## src/hw/ecr_regs.vh

```
// Register map, field positions and codes of the exception cause and return block
`ifndef ECR_REGS_VH
`define ECR_REGS_VH

// Word offsets (byte addresses) on the register bus
`define ECR_OFS_CAUSE 8'h00
`define ECR_OFS_RET_LO 8'h04
`define ECR_OFS_RET_HI 8'h08
`define ECR_OFS_PROC_ID 8'h0C
`define ECR_OFS_STATUS 8'h10
`define ECR_OFS_COUNT 8'h14
`define ECR_OFS_COMPARE 8'h18

// Cause register fields
`define ECR_CAUSE_DS_BIT 31
`define ECR_CAUSE_CE_HI 29
`define ECR_CAUSE_CE_LO 28
`define ECR_CAUSE_HWIP_HI 15
`define ECR_CAUSE_HWIP_LO 10
`define ECR_CAUSE_SWIP_HI 9
`define ECR_CAUSE_SWIP_LO 8
`define ECR_CAUSE_TIMER_BIT 15
`define ECR_CAUSE_CODE_HI 6
`define ECR_CAUSE_CODE_LO 2

// Status register field
`define ECR_STATUS_EXL_BIT 1

// Identification fields
`define ECR_ID_IMP_HI 15
`define ECR_ID_IMP_LO 8
`define ECR_ID_REV_HI 7
`define ECR_ID_REV_LO 0

// Exception codes
`define ECR_EXC_INTERRUPT 5'h00
`define ECR_EXC_TLB_MODIFY 5'h01
`define ECR_EXC_TLB_MISS_LOAD 5'h02
`define ECR_EXC_TLB_MISS_STORE 5'h03
`define ECR_EXC_ADDR_ERR_LOAD 5'h04
`define ECR_EXC_ADDR_ERR_STORE 5'h05
`define ECR_EXC_FETCH_BUS_ERR 5'h06
`define ECR_EXC_DATA_BUS_ERR 5'h07
`define ECR_EXC_SYSCALL 5'h08
`define ECR_EXC_BREAKPOINT 5'h09
`define ECR_EXC_RESERVED_INSN 5'h0A
`define ECR_EXC_COP_UNUSABLE 5'h0B
`define ECR_EXC_OVERFLOW 5'h0C
`define ECR_EXC_TRAP 5'h0D
`define ECR_EXC_FLOAT 5'h0F

// Reset values
`define ECR_ZERO32 32'h00000000
`define ECR_ZERO64 64'h0000000000000000

`endif

```

## src/hw/ecr_code_filter.v

```verilog
// Exception code filter: passes documented codes, maps reserved ones to reserved-instruction
`timescale 1ns/1ns
`default_nettype none
`include "ecr_regs.vh"

module ecr_code_filter
(
  input wire [4:0] code_i,
  output reg [4:0] code_o
);

  // Codes 14 and 16..31 are never produced; stray requests fold to a legal code
  always @*
  begin
    case (code_i)
      `ECR_EXC_INTERRUPT, `ECR_EXC_TLB_MODIFY, `ECR_EXC_TLB_MISS_LOAD,
      `ECR_EXC_TLB_MISS_STORE: code_o = code_i;
      `ECR_EXC_ADDR_ERR_LOAD, `ECR_EXC_ADDR_ERR_STORE, `ECR_EXC_FETCH_BUS_ERR,
      `ECR_EXC_DATA_BUS_ERR: code_o = code_i;
      `ECR_EXC_SYSCALL, `ECR_EXC_BREAKPOINT, `ECR_EXC_RESERVED_INSN,
      `ECR_EXC_COP_UNUSABLE: code_o = code_i;
      `ECR_EXC_OVERFLOW, `ECR_EXC_TRAP, `ECR_EXC_FLOAT: code_o = code_i;
      default: code_o = `ECR_EXC_RESERVED_INSN;
    endcase
  end

endmodule // ecr_code_filter

`default_nettype wire

```

## src/hw/ecr_exception_regs.v

```verilog
// Exception cause, return address and identification registers with Wishbone slave
//
// Local design decisions: register access over Wishbone and the placing of the registers.
`timescale 1ns/1ns
`default_nettype none
`include "ecr_regs.vh"

// Contract
// - Software writes only cause bits 9..8; all other cause fields ignore writes.
// - On exception, cause bit 31 shows whether the instruction sat in a delay slot.
// - Coprocessor unusable exception records the two-bit coprocessor number in bits 29..28.
// - Cause bits 15..10 mirror the six pending hardware interrupt inputs.
// - Codes 0..3: interrupt, translation modify, translation miss load, miss store.
// - Codes 4..7: address error load/store, fetch bus error, data bus error.
// - Codes 8..11: syscall, breakpoint, reserved instruction, coprocessor unusable.
// - Codes 12, 13, 15: overflow, trap, float; 14 and 16..31 never produced.
// - Return address register is software readable and writable.
// - Outside delay slot, return register takes the faulting instruction address.
// - In delay slot, return register takes the branch address and flag sets.
// - Return register is not loaded by an exception while the exception-level flag is set.
// - Return register is 32 or 64 bits wide by mode; no reset value.
// - Identification is read-only: implementation bits 15..8, revision bits 7..0.
// - Identification bits 31..16 read zero; writes do nothing.
// - Count equal to compare sets timer pending bit 15 of the cause.
// - Exception-level flag is status bit 1; one means exception level.
// - Writing compare clears the timer pending indication.
module ecr_exception_regs
#(
  parameter [7:0] IMP_NUMBER = 8'h5A, // Arbitrary value
  parameter [7:0] REV_NUMBER = 8'h01  // Arbitrary value
)
(
  input wire sys_clk_i,
  input wire rstn_i,
  input wire clk_en_i,
  // Wishbone classic slave
  input wire wb_cyc_i,
  input wire wb_stb_i,
  input wire wb_we_i,
  input wire [7:0] wb_adr_i,
  input wire [3:0] wb_sel_i,
  input wire [31:0] wb_dat_i,
  output reg [31:0] wb_dat_o,
  output wire wb_ack_o,
  output wire wb_err_o,
  // Pipeline exception commit
  input wire exc_take_i,
  input wire [4:0] exc_code_i,
  input wire exc_delay_slot_i,
  input wire [1:0] exc_cop_num_i,
  input wire [63:0] exc_insn_addr_i,
  input wire [63:0] exc_branch_addr_i,
  input wire mode64_i,
  // Interrupt inputs
  input wire [5:0] hw_int_i,
  // Register views for the pipeline
  output reg [31:0] cause_o,
  output reg [63:0] return_address_o,
  output reg exception_level_flag_o,
  output reg [1:0] sw_int_o
);

  // ----------------------------------------------------------------
  // State
  // ----------------------------------------------------------------
  // Register map seen by software, all 32-bit words on byte offsets:
  //   cause, return address low, return address high, identification,
  //   status (exception-level flag only), free-running count, compare.
  // Only the fields this block owns are kept; other status fields are
  // left to their own blocks and read back as zero here.
  //
  // Exception fields in the cause word move only when the pipeline
  // commits an exception, all in the same cycle, so a handler never
  // sees a code from one exception beside a slot flag from another.
  //
  // The return register carries no reset on purpose: it is undefined
  // after cold reset, and leaving out the reset saves 64 reset paths.
  // Software must not rely on its value before the first exception or
  // the first write.
  //
  // The timer pending bit is set by a count match and cleared only by
  // a compare write; a match in the same cycle as that write wins, so
  // an interrupt is never lost to a late reprogramming.
  //
  // The clock enable freezes everything, the bus acknowledge included;
  // a master that sees no answer while it is low simply keeps waiting.
  //
  // Interrupt inputs are taken as synchronous to the clock and are
  // registered once, so pending bits trail the pins by one cycle.
  reg mapped_q;
  reg hw_int5_q;
  reg delay_slot_flag_reg;
  reg [1:0] cop_num_reg;
  reg [1:0] sw_int_reg;
  reg [4:0] exception_code_reg;
  reg timer_pending_reg;
  reg [4:0] hw_pending_reg;
  reg [63:0] return_address_reg;
  reg exl_reg;
  reg [31:0] count_reg;
  reg [31:0] compare_reg;
  reg ack_reg;
  wire [4:0] code_legal;
  wire [31:0] cause_view;
  wire [31:0] id_view;
  wire [31:0] wmask;
  wire bus_req;
  wire wr_stb;
  wire mapped;
  wire wr_cause;
  wire wr_ret_lo;
  wire wr_ret_hi;
  wire wr_status;
  wire wr_count;
  wire wr_compare;
  wire timer_hit;

  // ----------------------------------------------------------------
  // Exception code filter
  // ----------------------------------------------------------------
  ecr_code_filter u_code_filter
  (
    .code_i(exc_code_i),
    .code_o(code_legal)
  );

  // ----------------------------------------------------------------
  // Bus decode
  // ----------------------------------------------------------------
  // One wait state: ack rises the cycle after the request and drops after one cycle
  assign bus_req = wb_cyc_i & wb_stb_i & ~ack_reg;
  assign mapped = (wb_adr_i == `ECR_OFS_CAUSE) | (wb_adr_i == `ECR_OFS_RET_LO) |
                  (wb_adr_i == `ECR_OFS_RET_HI) | (wb_adr_i == `ECR_OFS_PROC_ID) |
                  (wb_adr_i == `ECR_OFS_STATUS) | (wb_adr_i == `ECR_OFS_COUNT) |
                  (wb_adr_i == `ECR_OFS_COMPARE);
  assign wb_ack_o = ack_reg & wb_cyc_i & wb_stb_i & mapped_q;
  assign wb_err_o = ack_reg & wb_cyc_i & wb_stb_i & ~mapped_q;
  // Writes commit on the acknowledging edge, as the master samples ack there
  assign wr_stb = ack_reg & wb_cyc_i & wb_stb_i & wb_we_i & clk_en_i;
  assign wr_cause = wr_stb & (wb_adr_i == `ECR_OFS_CAUSE);
  assign wr_ret_lo = wr_stb & (wb_adr_i == `ECR_OFS_RET_LO);
  assign wr_ret_hi = wr_stb & (wb_adr_i == `ECR_OFS_RET_HI);
  assign wr_status = wr_stb & (wb_adr_i == `ECR_OFS_STATUS);
  assign wr_count = wr_stb & (wb_adr_i == `ECR_OFS_COUNT);
  assign wr_compare = wr_stb & (wb_adr_i == `ECR_OFS_COMPARE);
  assign wmask = {{8{wb_sel_i[3]}}, {8{wb_sel_i[2]}}, {8{wb_sel_i[1]}}, {8{wb_sel_i[0]}}};

  // Acknowledge generator
  always @(posedge sys_clk_i or negedge rstn_i)
  begin
    if (!rstn_i)
    begin
      ack_reg <= 1'b0;
      mapped_q <= 1'b0;
    end
    else if (clk_en_i)
    begin
      ack_reg <= bus_req;
      mapped_q <= mapped;
    end
  end

  // ----------------------------------------------------------------
  // Cause register
  // ----------------------------------------------------------------
  assign timer_hit = (count_reg == compare_reg);

  // Exception fields change only on a committed exception; writes hit soft bits only
  always @(posedge sys_clk_i or negedge rstn_i)
  begin
    if (!rstn_i)
    begin
      delay_slot_flag_reg <= 1'b0;
      cop_num_reg <= 2'h0;
      sw_int_reg <= 2'h0;
      exception_code_reg <= `ECR_EXC_INTERRUPT;
      hw_pending_reg <= 5'h00;
      timer_pending_reg <= 1'b0;
    end
    else if (clk_en_i)
    begin
      if (exc_take_i)
      begin
        exception_code_reg <= code_legal;
        delay_slot_flag_reg <= exc_delay_slot_i;
        if (code_legal == `ECR_EXC_COP_UNUSABLE)
          cop_num_reg <= exc_cop_num_i;
      end
      if (wr_cause && wb_sel_i[1])
        sw_int_reg <= wb_dat_i[`ECR_CAUSE_SWIP_HI:`ECR_CAUSE_SWIP_LO];
      hw_pending_reg <= hw_int_i[4:0];
      // Compare hit wins over the clear from a compare write in the same cycle
      if (timer_hit)
        timer_pending_reg <= 1'b1;
      else if (wr_compare)
        timer_pending_reg <= 1'b0;
    end
  end

  // Top pending bit shares the hardware interrupt input five with the timer
  assign cause_view = {delay_slot_flag_reg, 1'b0, cop_num_reg, 12'h000,
                       hw_int5_q | timer_pending_reg, hw_pending_reg, sw_int_reg,
                       1'b0, exception_code_reg, 2'b00};

  always @(posedge sys_clk_i or negedge rstn_i)
  begin
    if (!rstn_i)
      hw_int5_q <= 1'b0;
    else if (clk_en_i)
      hw_int5_q <= hw_int_i[5];
  end

  // ----------------------------------------------------------------
  // Return address and status flag
  // ----------------------------------------------------------------
  // Return register has no reset: its content is undefined after cold reset
  always @(posedge sys_clk_i)
  begin
    if (clk_en_i)
    begin
      if (exc_take_i && !exl_reg)
      begin
        if (exc_delay_slot_i)
          return_address_reg <= exc_branch_addr_i;
        else
          return_address_reg <= exc_insn_addr_i;
      end
      else
      begin
        if (wr_ret_lo)
          return_address_reg[31:0] <= (return_address_reg[31:0] & ~wmask) |
                                      (wb_dat_i & wmask);
        if (wr_ret_hi && mode64_i)
          return_address_reg[63:32] <= (return_address_reg[63:32] & ~wmask) |
                                       (wb_dat_i & wmask);
      end
    end
  end

  // Exception level sets on any taken exception; software clears it on return
  always @(posedge sys_clk_i or negedge rstn_i)
  begin
    if (!rstn_i)
      exl_reg <= 1'b0;
    else if (clk_en_i)
    begin
      if (exc_take_i)
        exl_reg <= 1'b1;
      else if (wr_status && wb_sel_i[0])
        exl_reg <= wb_dat_i[`ECR_STATUS_EXL_BIT];
    end
  end

  // ----------------------------------------------------------------
  // Timer
  // ----------------------------------------------------------------
  always @(posedge sys_clk_i or negedge rstn_i)
  begin
    if (!rstn_i)
    begin
      count_reg <= `ECR_ZERO32;
      compare_reg <= `ECR_ZERO32;
    end
    else if (clk_en_i)
    begin
      if (wr_count)
        count_reg <= (count_reg & ~wmask) | (wb_dat_i & wmask);
      else
        count_reg <= count_reg + 32'h00000001;
      if (wr_compare)
        compare_reg <= (compare_reg & ~wmask) | (wb_dat_i & wmask);
    end
  end

  // ----------------------------------------------------------------
  // Read path
  // ----------------------------------------------------------------
  assign id_view = {16'h0000, IMP_NUMBER, REV_NUMBER};

  // Read data is registered and held until the next request
  always @(posedge sys_clk_i or negedge rstn_i)
  begin
    if (!rstn_i)
      wb_dat_o <= `ECR_ZERO32;
    else if (clk_en_i && bus_req && !wb_we_i)
    begin
      case (wb_adr_i)
        `ECR_OFS_CAUSE: wb_dat_o <= cause_view;
        `ECR_OFS_RET_LO: wb_dat_o <= return_address_reg[31:0];
        `ECR_OFS_RET_HI: wb_dat_o <= mode64_i ? return_address_reg[63:32] : `ECR_ZERO32;
        `ECR_OFS_PROC_ID: wb_dat_o <= id_view;
        `ECR_OFS_STATUS: wb_dat_o <= {30'h00000000, exl_reg, 1'b0};
        `ECR_OFS_COUNT: wb_dat_o <= count_reg;
        `ECR_OFS_COMPARE: wb_dat_o <= compare_reg;
        default: wb_dat_o <= `ECR_ZERO32;
      endcase
    end
  end

  // Registered views for the pipeline
  always @(posedge sys_clk_i or negedge rstn_i)
  begin
    if (!rstn_i)
    begin
      cause_o <= `ECR_ZERO32;
      return_address_o <= `ECR_ZERO64;
      exception_level_flag_o <= 1'b0;
      sw_int_o <= 2'h0;
    end
    else if (clk_en_i)
    begin
      cause_o <= cause_view;
      return_address_o <= mode64_i ? return_address_reg :
                          {32'h00000000, return_address_reg[31:0]};
      exception_level_flag_o <= exl_reg;
      sw_int_o <= sw_int_reg;
    end
  end

endmodule // ecr_exception_regs

`default_nettype wire

```

## config.mk

```make
export PLATFORM = sky130hd
export DESIGN_NAME = ecr_exception_regs
export DESIGN_NICKNAME = d
export VERILOG_FILES = /design/src/hw/ecr_code_filter.v /design/src/hw/ecr_exception_regs.v
export VERILOG_INCLUDE_DIRS = /design/src /design/src/hw
export SDC_FILE = /design/constraint.sdc
export NUM_CORES = 1
export LEC_CHECK = 0
export ABC_AREA = 1
export BUFFER_PORTS_ARGS = -buffer_cell sky130_fd_sc_hd__buf_2
export CAP_MARGIN = 0
export CORE_MARGIN = 5
export CORE_UTILIZATION = 55
export CTS_CLUSTER_DIAMETER = 150
export DETAILED_ROUTE_END_ITERATION = 7
export PLACE_DENSITY = 0.82
export SETUP_SLACK_MARGIN = 0.5
export SLEW_MARGIN = 40
export SYNTH_ARGS = -nofsm -noshare
export SYNTH_HDL_FRONTEND = slang
export SYNTH_HIERARCHICAL = 1
export SYNTH_SLANG_ARGS = --single-unit
```

## constraint.sdc

```tcl
create_clock -name sys_clk_i -period 2.5 [get_ports sys_clk_i]
set_input_delay 0.5 -clock sys_clk_i [delete_from_list [all_inputs] [get_ports sys_clk_i]]
set_output_delay 0.5 -clock sys_clk_i [all_outputs]
set_load 0.02 [all_outputs]
```

Word-level counts from Yosys, hierarchy flattened
Index checks and enable logic that the tools add are counted.
{"block": "word_totals", "reg_bits": 263, "elab_cells": 111, "output_inout_bits": 133, "input_bits": 194}
{"block": "op_classes", "n_addsub": 1, "eq_ne": 22, "muxes": 13, "reduce_logical": 23, "bitwise_logic": 33}
{"cell": "32-bit case mux with 7 select lines", "count": 1}
{"cell": "64-bit two-way mux", "count": 3}
{"cell": "32-bit bitwise AND", "count": 5}
{"cell": "32-bit two-way mux", "count": 4}
{"cell": "32-bit OR", "count": 4}
{"cell": "5-bit by 4-bit equality test with 1-bit output (second input constant)", "count": 8}
{"cell": "32-bit by 1-bit adder with 32-bit output (second input constant)", "count": 1}
{"cell": "32-bit equality test", "count": 1}
{"cell": "32-bit NOT", "count": 1}
{"cell": "8-bit by 5-bit equality test with 1-bit output (second input constant)", "count": 3}
{"cell": "5-bit by 3-bit equality test with 1-bit output (second input constant)", "count": 4}
{"cell": "8-bit by 4-bit equality test with 1-bit output (second input constant)", "count": 2}
{"cell": "15-bit OR reduction", "count": 1}
{"cell": "1-bit bitwise AND", "count": 14}
{"cell": "2-bit AND reduction", "count": 7}
{"cell": "5-bit by 2-bit equality test with 1-bit output (second input constant)", "count": 2}
{"cell": "8-bit by 3-bit equality test with 1-bit output (second input constant)", "count": 1}
{"cell": "8-bit logical NOT", "count": 1}
{"cell": "2-bit nonzero test", "count": 4}
{"cell": "1-bit OR", "count": 7}
{"cell": "1-bit logical AND", "count": 6}
{"cell": "5-bit by 1-bit equality test with 1-bit output (second input constant)", "count": 1}
{"cell": "5-bit logical NOT", "count": 1}
{"cell": "5-bit two-way mux", "count": 1}
{"cell": "4 further kinds", "count": 9}

Longest topological paths before layout
{"block": "logic_depth", "ltp_word": 8, "depth_mapped": 11, "ltp_nobuf": 11}

By module
Netlist, hierarchy kept.
{"module": "ecr_exception_regs", "instances": 1, "seq_area_each_um2": 6851.6, "area_per_inst_um2": 13828.3, "cells_per_inst": 1839}
{"module": "ecr_code_filter", "instances": 1, "seq_area_each_um2": 0.0, "area_per_inst_um2": 71.3, "cells_per_inst": 15}

Worst setup path after synthesis
Ideal clock, no wire load.
{"block": "synth_path", "path_type": "input-to-reg", "start": "input wb_adr_i[7]", "end": "register with a tool-made name", "slack_ns": 0.340, "arrival_ns": 1.785, "setup_time_ns": 0.375, "cell_stages": 8, "required_ns": 2.125, "n_path_buf": 1, "path_cell_list": "nor2_1 > nand2_1 > nor2_1 > buf_2 > nand3_1 > nand2_1 > nand2_1 > a21oi_1"}
{"item": "from (decl)", "line_no": "ecr_exception_regs.v:40", "text": "input wire [7:0] wb_adr_i,"}

==> metrics.md <==
| Metric | Value |
|---|---|
| Core area | 0.0250 sq mm |
| Num CTS Buffers | 28 |
| Leakage power | 8.52 nW |
| IO Pins | 327 |
| CP arrival | 2.09 ns |
| RSZ-0062 raised after global routing | true |
| Hold Path Class | input port to register |
| Routed via count | 14.5k |
| Pwr Total | 10.5 mW |
| Main synth FF type | dfrtp_1 |
| CTS tree | done |
| CP Data Required Time | 2.70 ns |
| Max VDD drop | 0.000439 V |
| 1st-iter DRT viols | 1,821 |
| Detailed Route WL | 52,100 microns |
| Mean Syn Cell Area | 7.50 sq um |
| DPL Wire Length | 39,600 microns |
| Fmax | 529 MHz |
| Average wire per standard cell | 20.9 microns |
| Global Route Usage Sum | 35.4% |
| H-tree Lvls | 1 |
| Max_cap viols | 0 |
| Die Wd | 169 microns |
| Endpoints failing setup | 0 |
| Gpl congestion | 0.998 |
| CTS clk-pin slew, worst paths | 0.06 ns |
| Clock root buffer | clkbuf_16 |
| Slew of the pin with the lowest slew margin | 0.777 ns |
| Crit path kind | register to register |
| Hold Path Sink | hw_pending_reg[0]$_DFFE_PN0P_ |
| TNS Setup | 0 ns |
| HP Start | hw_int_i[0] |
| # rows | 58 |
| ANT nets after route | 0 |
| Die Area | 0.0286 sq mm |
| Flop2flop setup slack | 0.61 ns |
| Final #Nets | 2,333 |
| Clk sink count | 261 |
| First-pass iteration count of the detailed router | 6 |
| Die Ht | 169 microns |
| Number of enable flip-flop cells after synthesis | 64 |
| Max FO, Critical Path | 8 |
| Pins Over Slew Limit | 0 |
| Crit path time final | 1.89 ns |
| Initial Util | 55.5% |
| Clk_skew | 0.0196 ns |
| Ant. Diodes | 0 |
| Worst-Skew Late Latency | 0.57 ns |
| Largest net degree at the start of global routing | 80 |
| Hold depth | 3 |
| Via-to-Cell Ratio | 5.82 |
| Area of the mapped netlist | 0.0139 sq mm |
| Synth unique cells | 36 |
| CTS Buffer Depth | 3 |
| Outcome | finished clean |
| First-pass GRT wire length | 78,300 microns |
| Vias in the first global route | 13.5k |
| Yosys warns | 6 |
| Drt drc | 0 |
| Asr flop ratio synth | 75.5% |
| Mapped Cells | 1,854 |
| Grt ovf | 0 |
| Layout cell share with drive strength beyond 1 | 20.1% |
| Seq cells post-synth | 261 |
| PD cells | 627 mW/mm^2 |
| Setup crit end kind | register |
| Critical path launch point | ack_reg$_DFFE_PN0P_ |
| Critical path launch point type | register |
| Buffers on Ports | 310 |
| FF-to-FF Start | ack_reg$_DFFE_PN0P_ |
| Post-synthesis sequential area ratio | 49.3% |
| Final Hold Vio Count | 0 |
| Final Cycle Share | 75.6% |
| Initial antenna violation count | 1 |
| Slew headroom | 48.2% |
| Reg2reg path depth | 6 |
| Layout overhead on the synthesized area | 20.4% |
-- synth_stat cells, drive strengths merged, types with 3 or more instances --
library cell | number | share of area [%]
a21oi | 35 | 1.3
buf | 61 | 2.5
clkbuf | 58 | 1.6
dfrtp | 197 | 35
edfxtp | 64 | 14
inv | 106 | 2.9
nand2 | 674 | 18
nand3 | 188 | 6.8
nand3b | 3 | 0.16
nand4 | 6 | 0.27
nor2 | 227 | 6.4
o21ai | 121 | 4.4
o22ai | 10 | 0.45
o31ai | 64 | 3.5
or2 | 5 | 0.23
xnor2 | 14 | 0.88
xor2 | 9 | 0.57
-- layout make-up --
class                      instances  area [sq um]
clock buffer                      40           776
clock inverter                    12           109
fill                            2180          8300
inverter                         106           399
multi-input combinational       1383          6180
sequential                       261          6850
tap                              330           413
timing repair buffer             358          2010
-- metal layers --
layer  routed length, microns  track usage [%]
met1                    19600             47.9
met3                     6240             7.31
met2                    23900             57.0
met5                       13                0
met4                     2390             12.8
-- stage by stage --
step                      setup WS (ns)  instances  instance area, sq um  util [%]  hold WS (ns)
after floorplan                   0.340       1869                 14000         -         0.204
after global placement            0.147       2437                 15800      63.2         0.452
after detailed placement          0.109       2437                 15800      63.2         0.453
after CTS                         0.596       2490                 16700      66.8         0.139
after global routing              0.484       2490                 16700      66.9         0.157
final                             0.609       2490                 16700      66.9         0.145
-- timing repair --
item	in CTS	in global routing
hold endpoints to repair	49	0
hold buffers	1	0
endpoints found under the setup margin	0	14
gates resized for setup	0	4
buffers inserted	0	0
-- logic make-up (layout without fill, tap and decap cells) --
| kind of cell | Yosys count | in the layout | share of synthesized area (%) |
|---|---|---|---|
| AOI/OAI and AO/OA | 233 | 233 | 9.73 |
| buffers and inverters | 225 | 516 | 6.95 |
| adders and majority gates | 1 | 1 | 0.0900 |
| DFF | 261 | 261 | 49.3 |
| and+or+nand+nor | 1109 | 1109 | 32.4 |
| other | 2 | 17 | 0.0540 |
| xor gates and xnor gates | 23 | 23 | 1.45 |
-- cell usage in the layout, fill, tap and decap left out, types with 30 or more instances in the layout --
cell / instances
buf_4: 40
edfxtp_1: 64
nand2_1: 666
nand3_1: 188
o21ai_0: 98
a21oi_1: 30
o31ai_1: 64
nor2_1: 214
dfrtp_1: 196
inv_1: 101
buf_2: 309
-- power by group --
part	switching, mW	internal, mW
sequential	0.292	4.59
clock	1.75	2.27
combinational	1.06	0.537
-- worst max path at each step --
| stage | endpoint | cells after the start |
|---|---|---|
| 3_5_place_dp | register | 8 |
| 5_1_grt | register | 6 |
| 3_3_place_gp | register | 8 |
| 6_report | register | 6 |
| 4_1_cts | register | 10 |
| 2_1_floorplan | register | 8 |
-- critical path: stages (launching register included) --
cell and delay, ns:
dfrtp_1 0.34, nand2_1 0.08, nor2_4 0.14, inv_2 0.08, o21ai_0 0.16, nand2_1 0.26, a21oi_2 0.46
No activity file was read; power rests on OpenSTA's default activity.
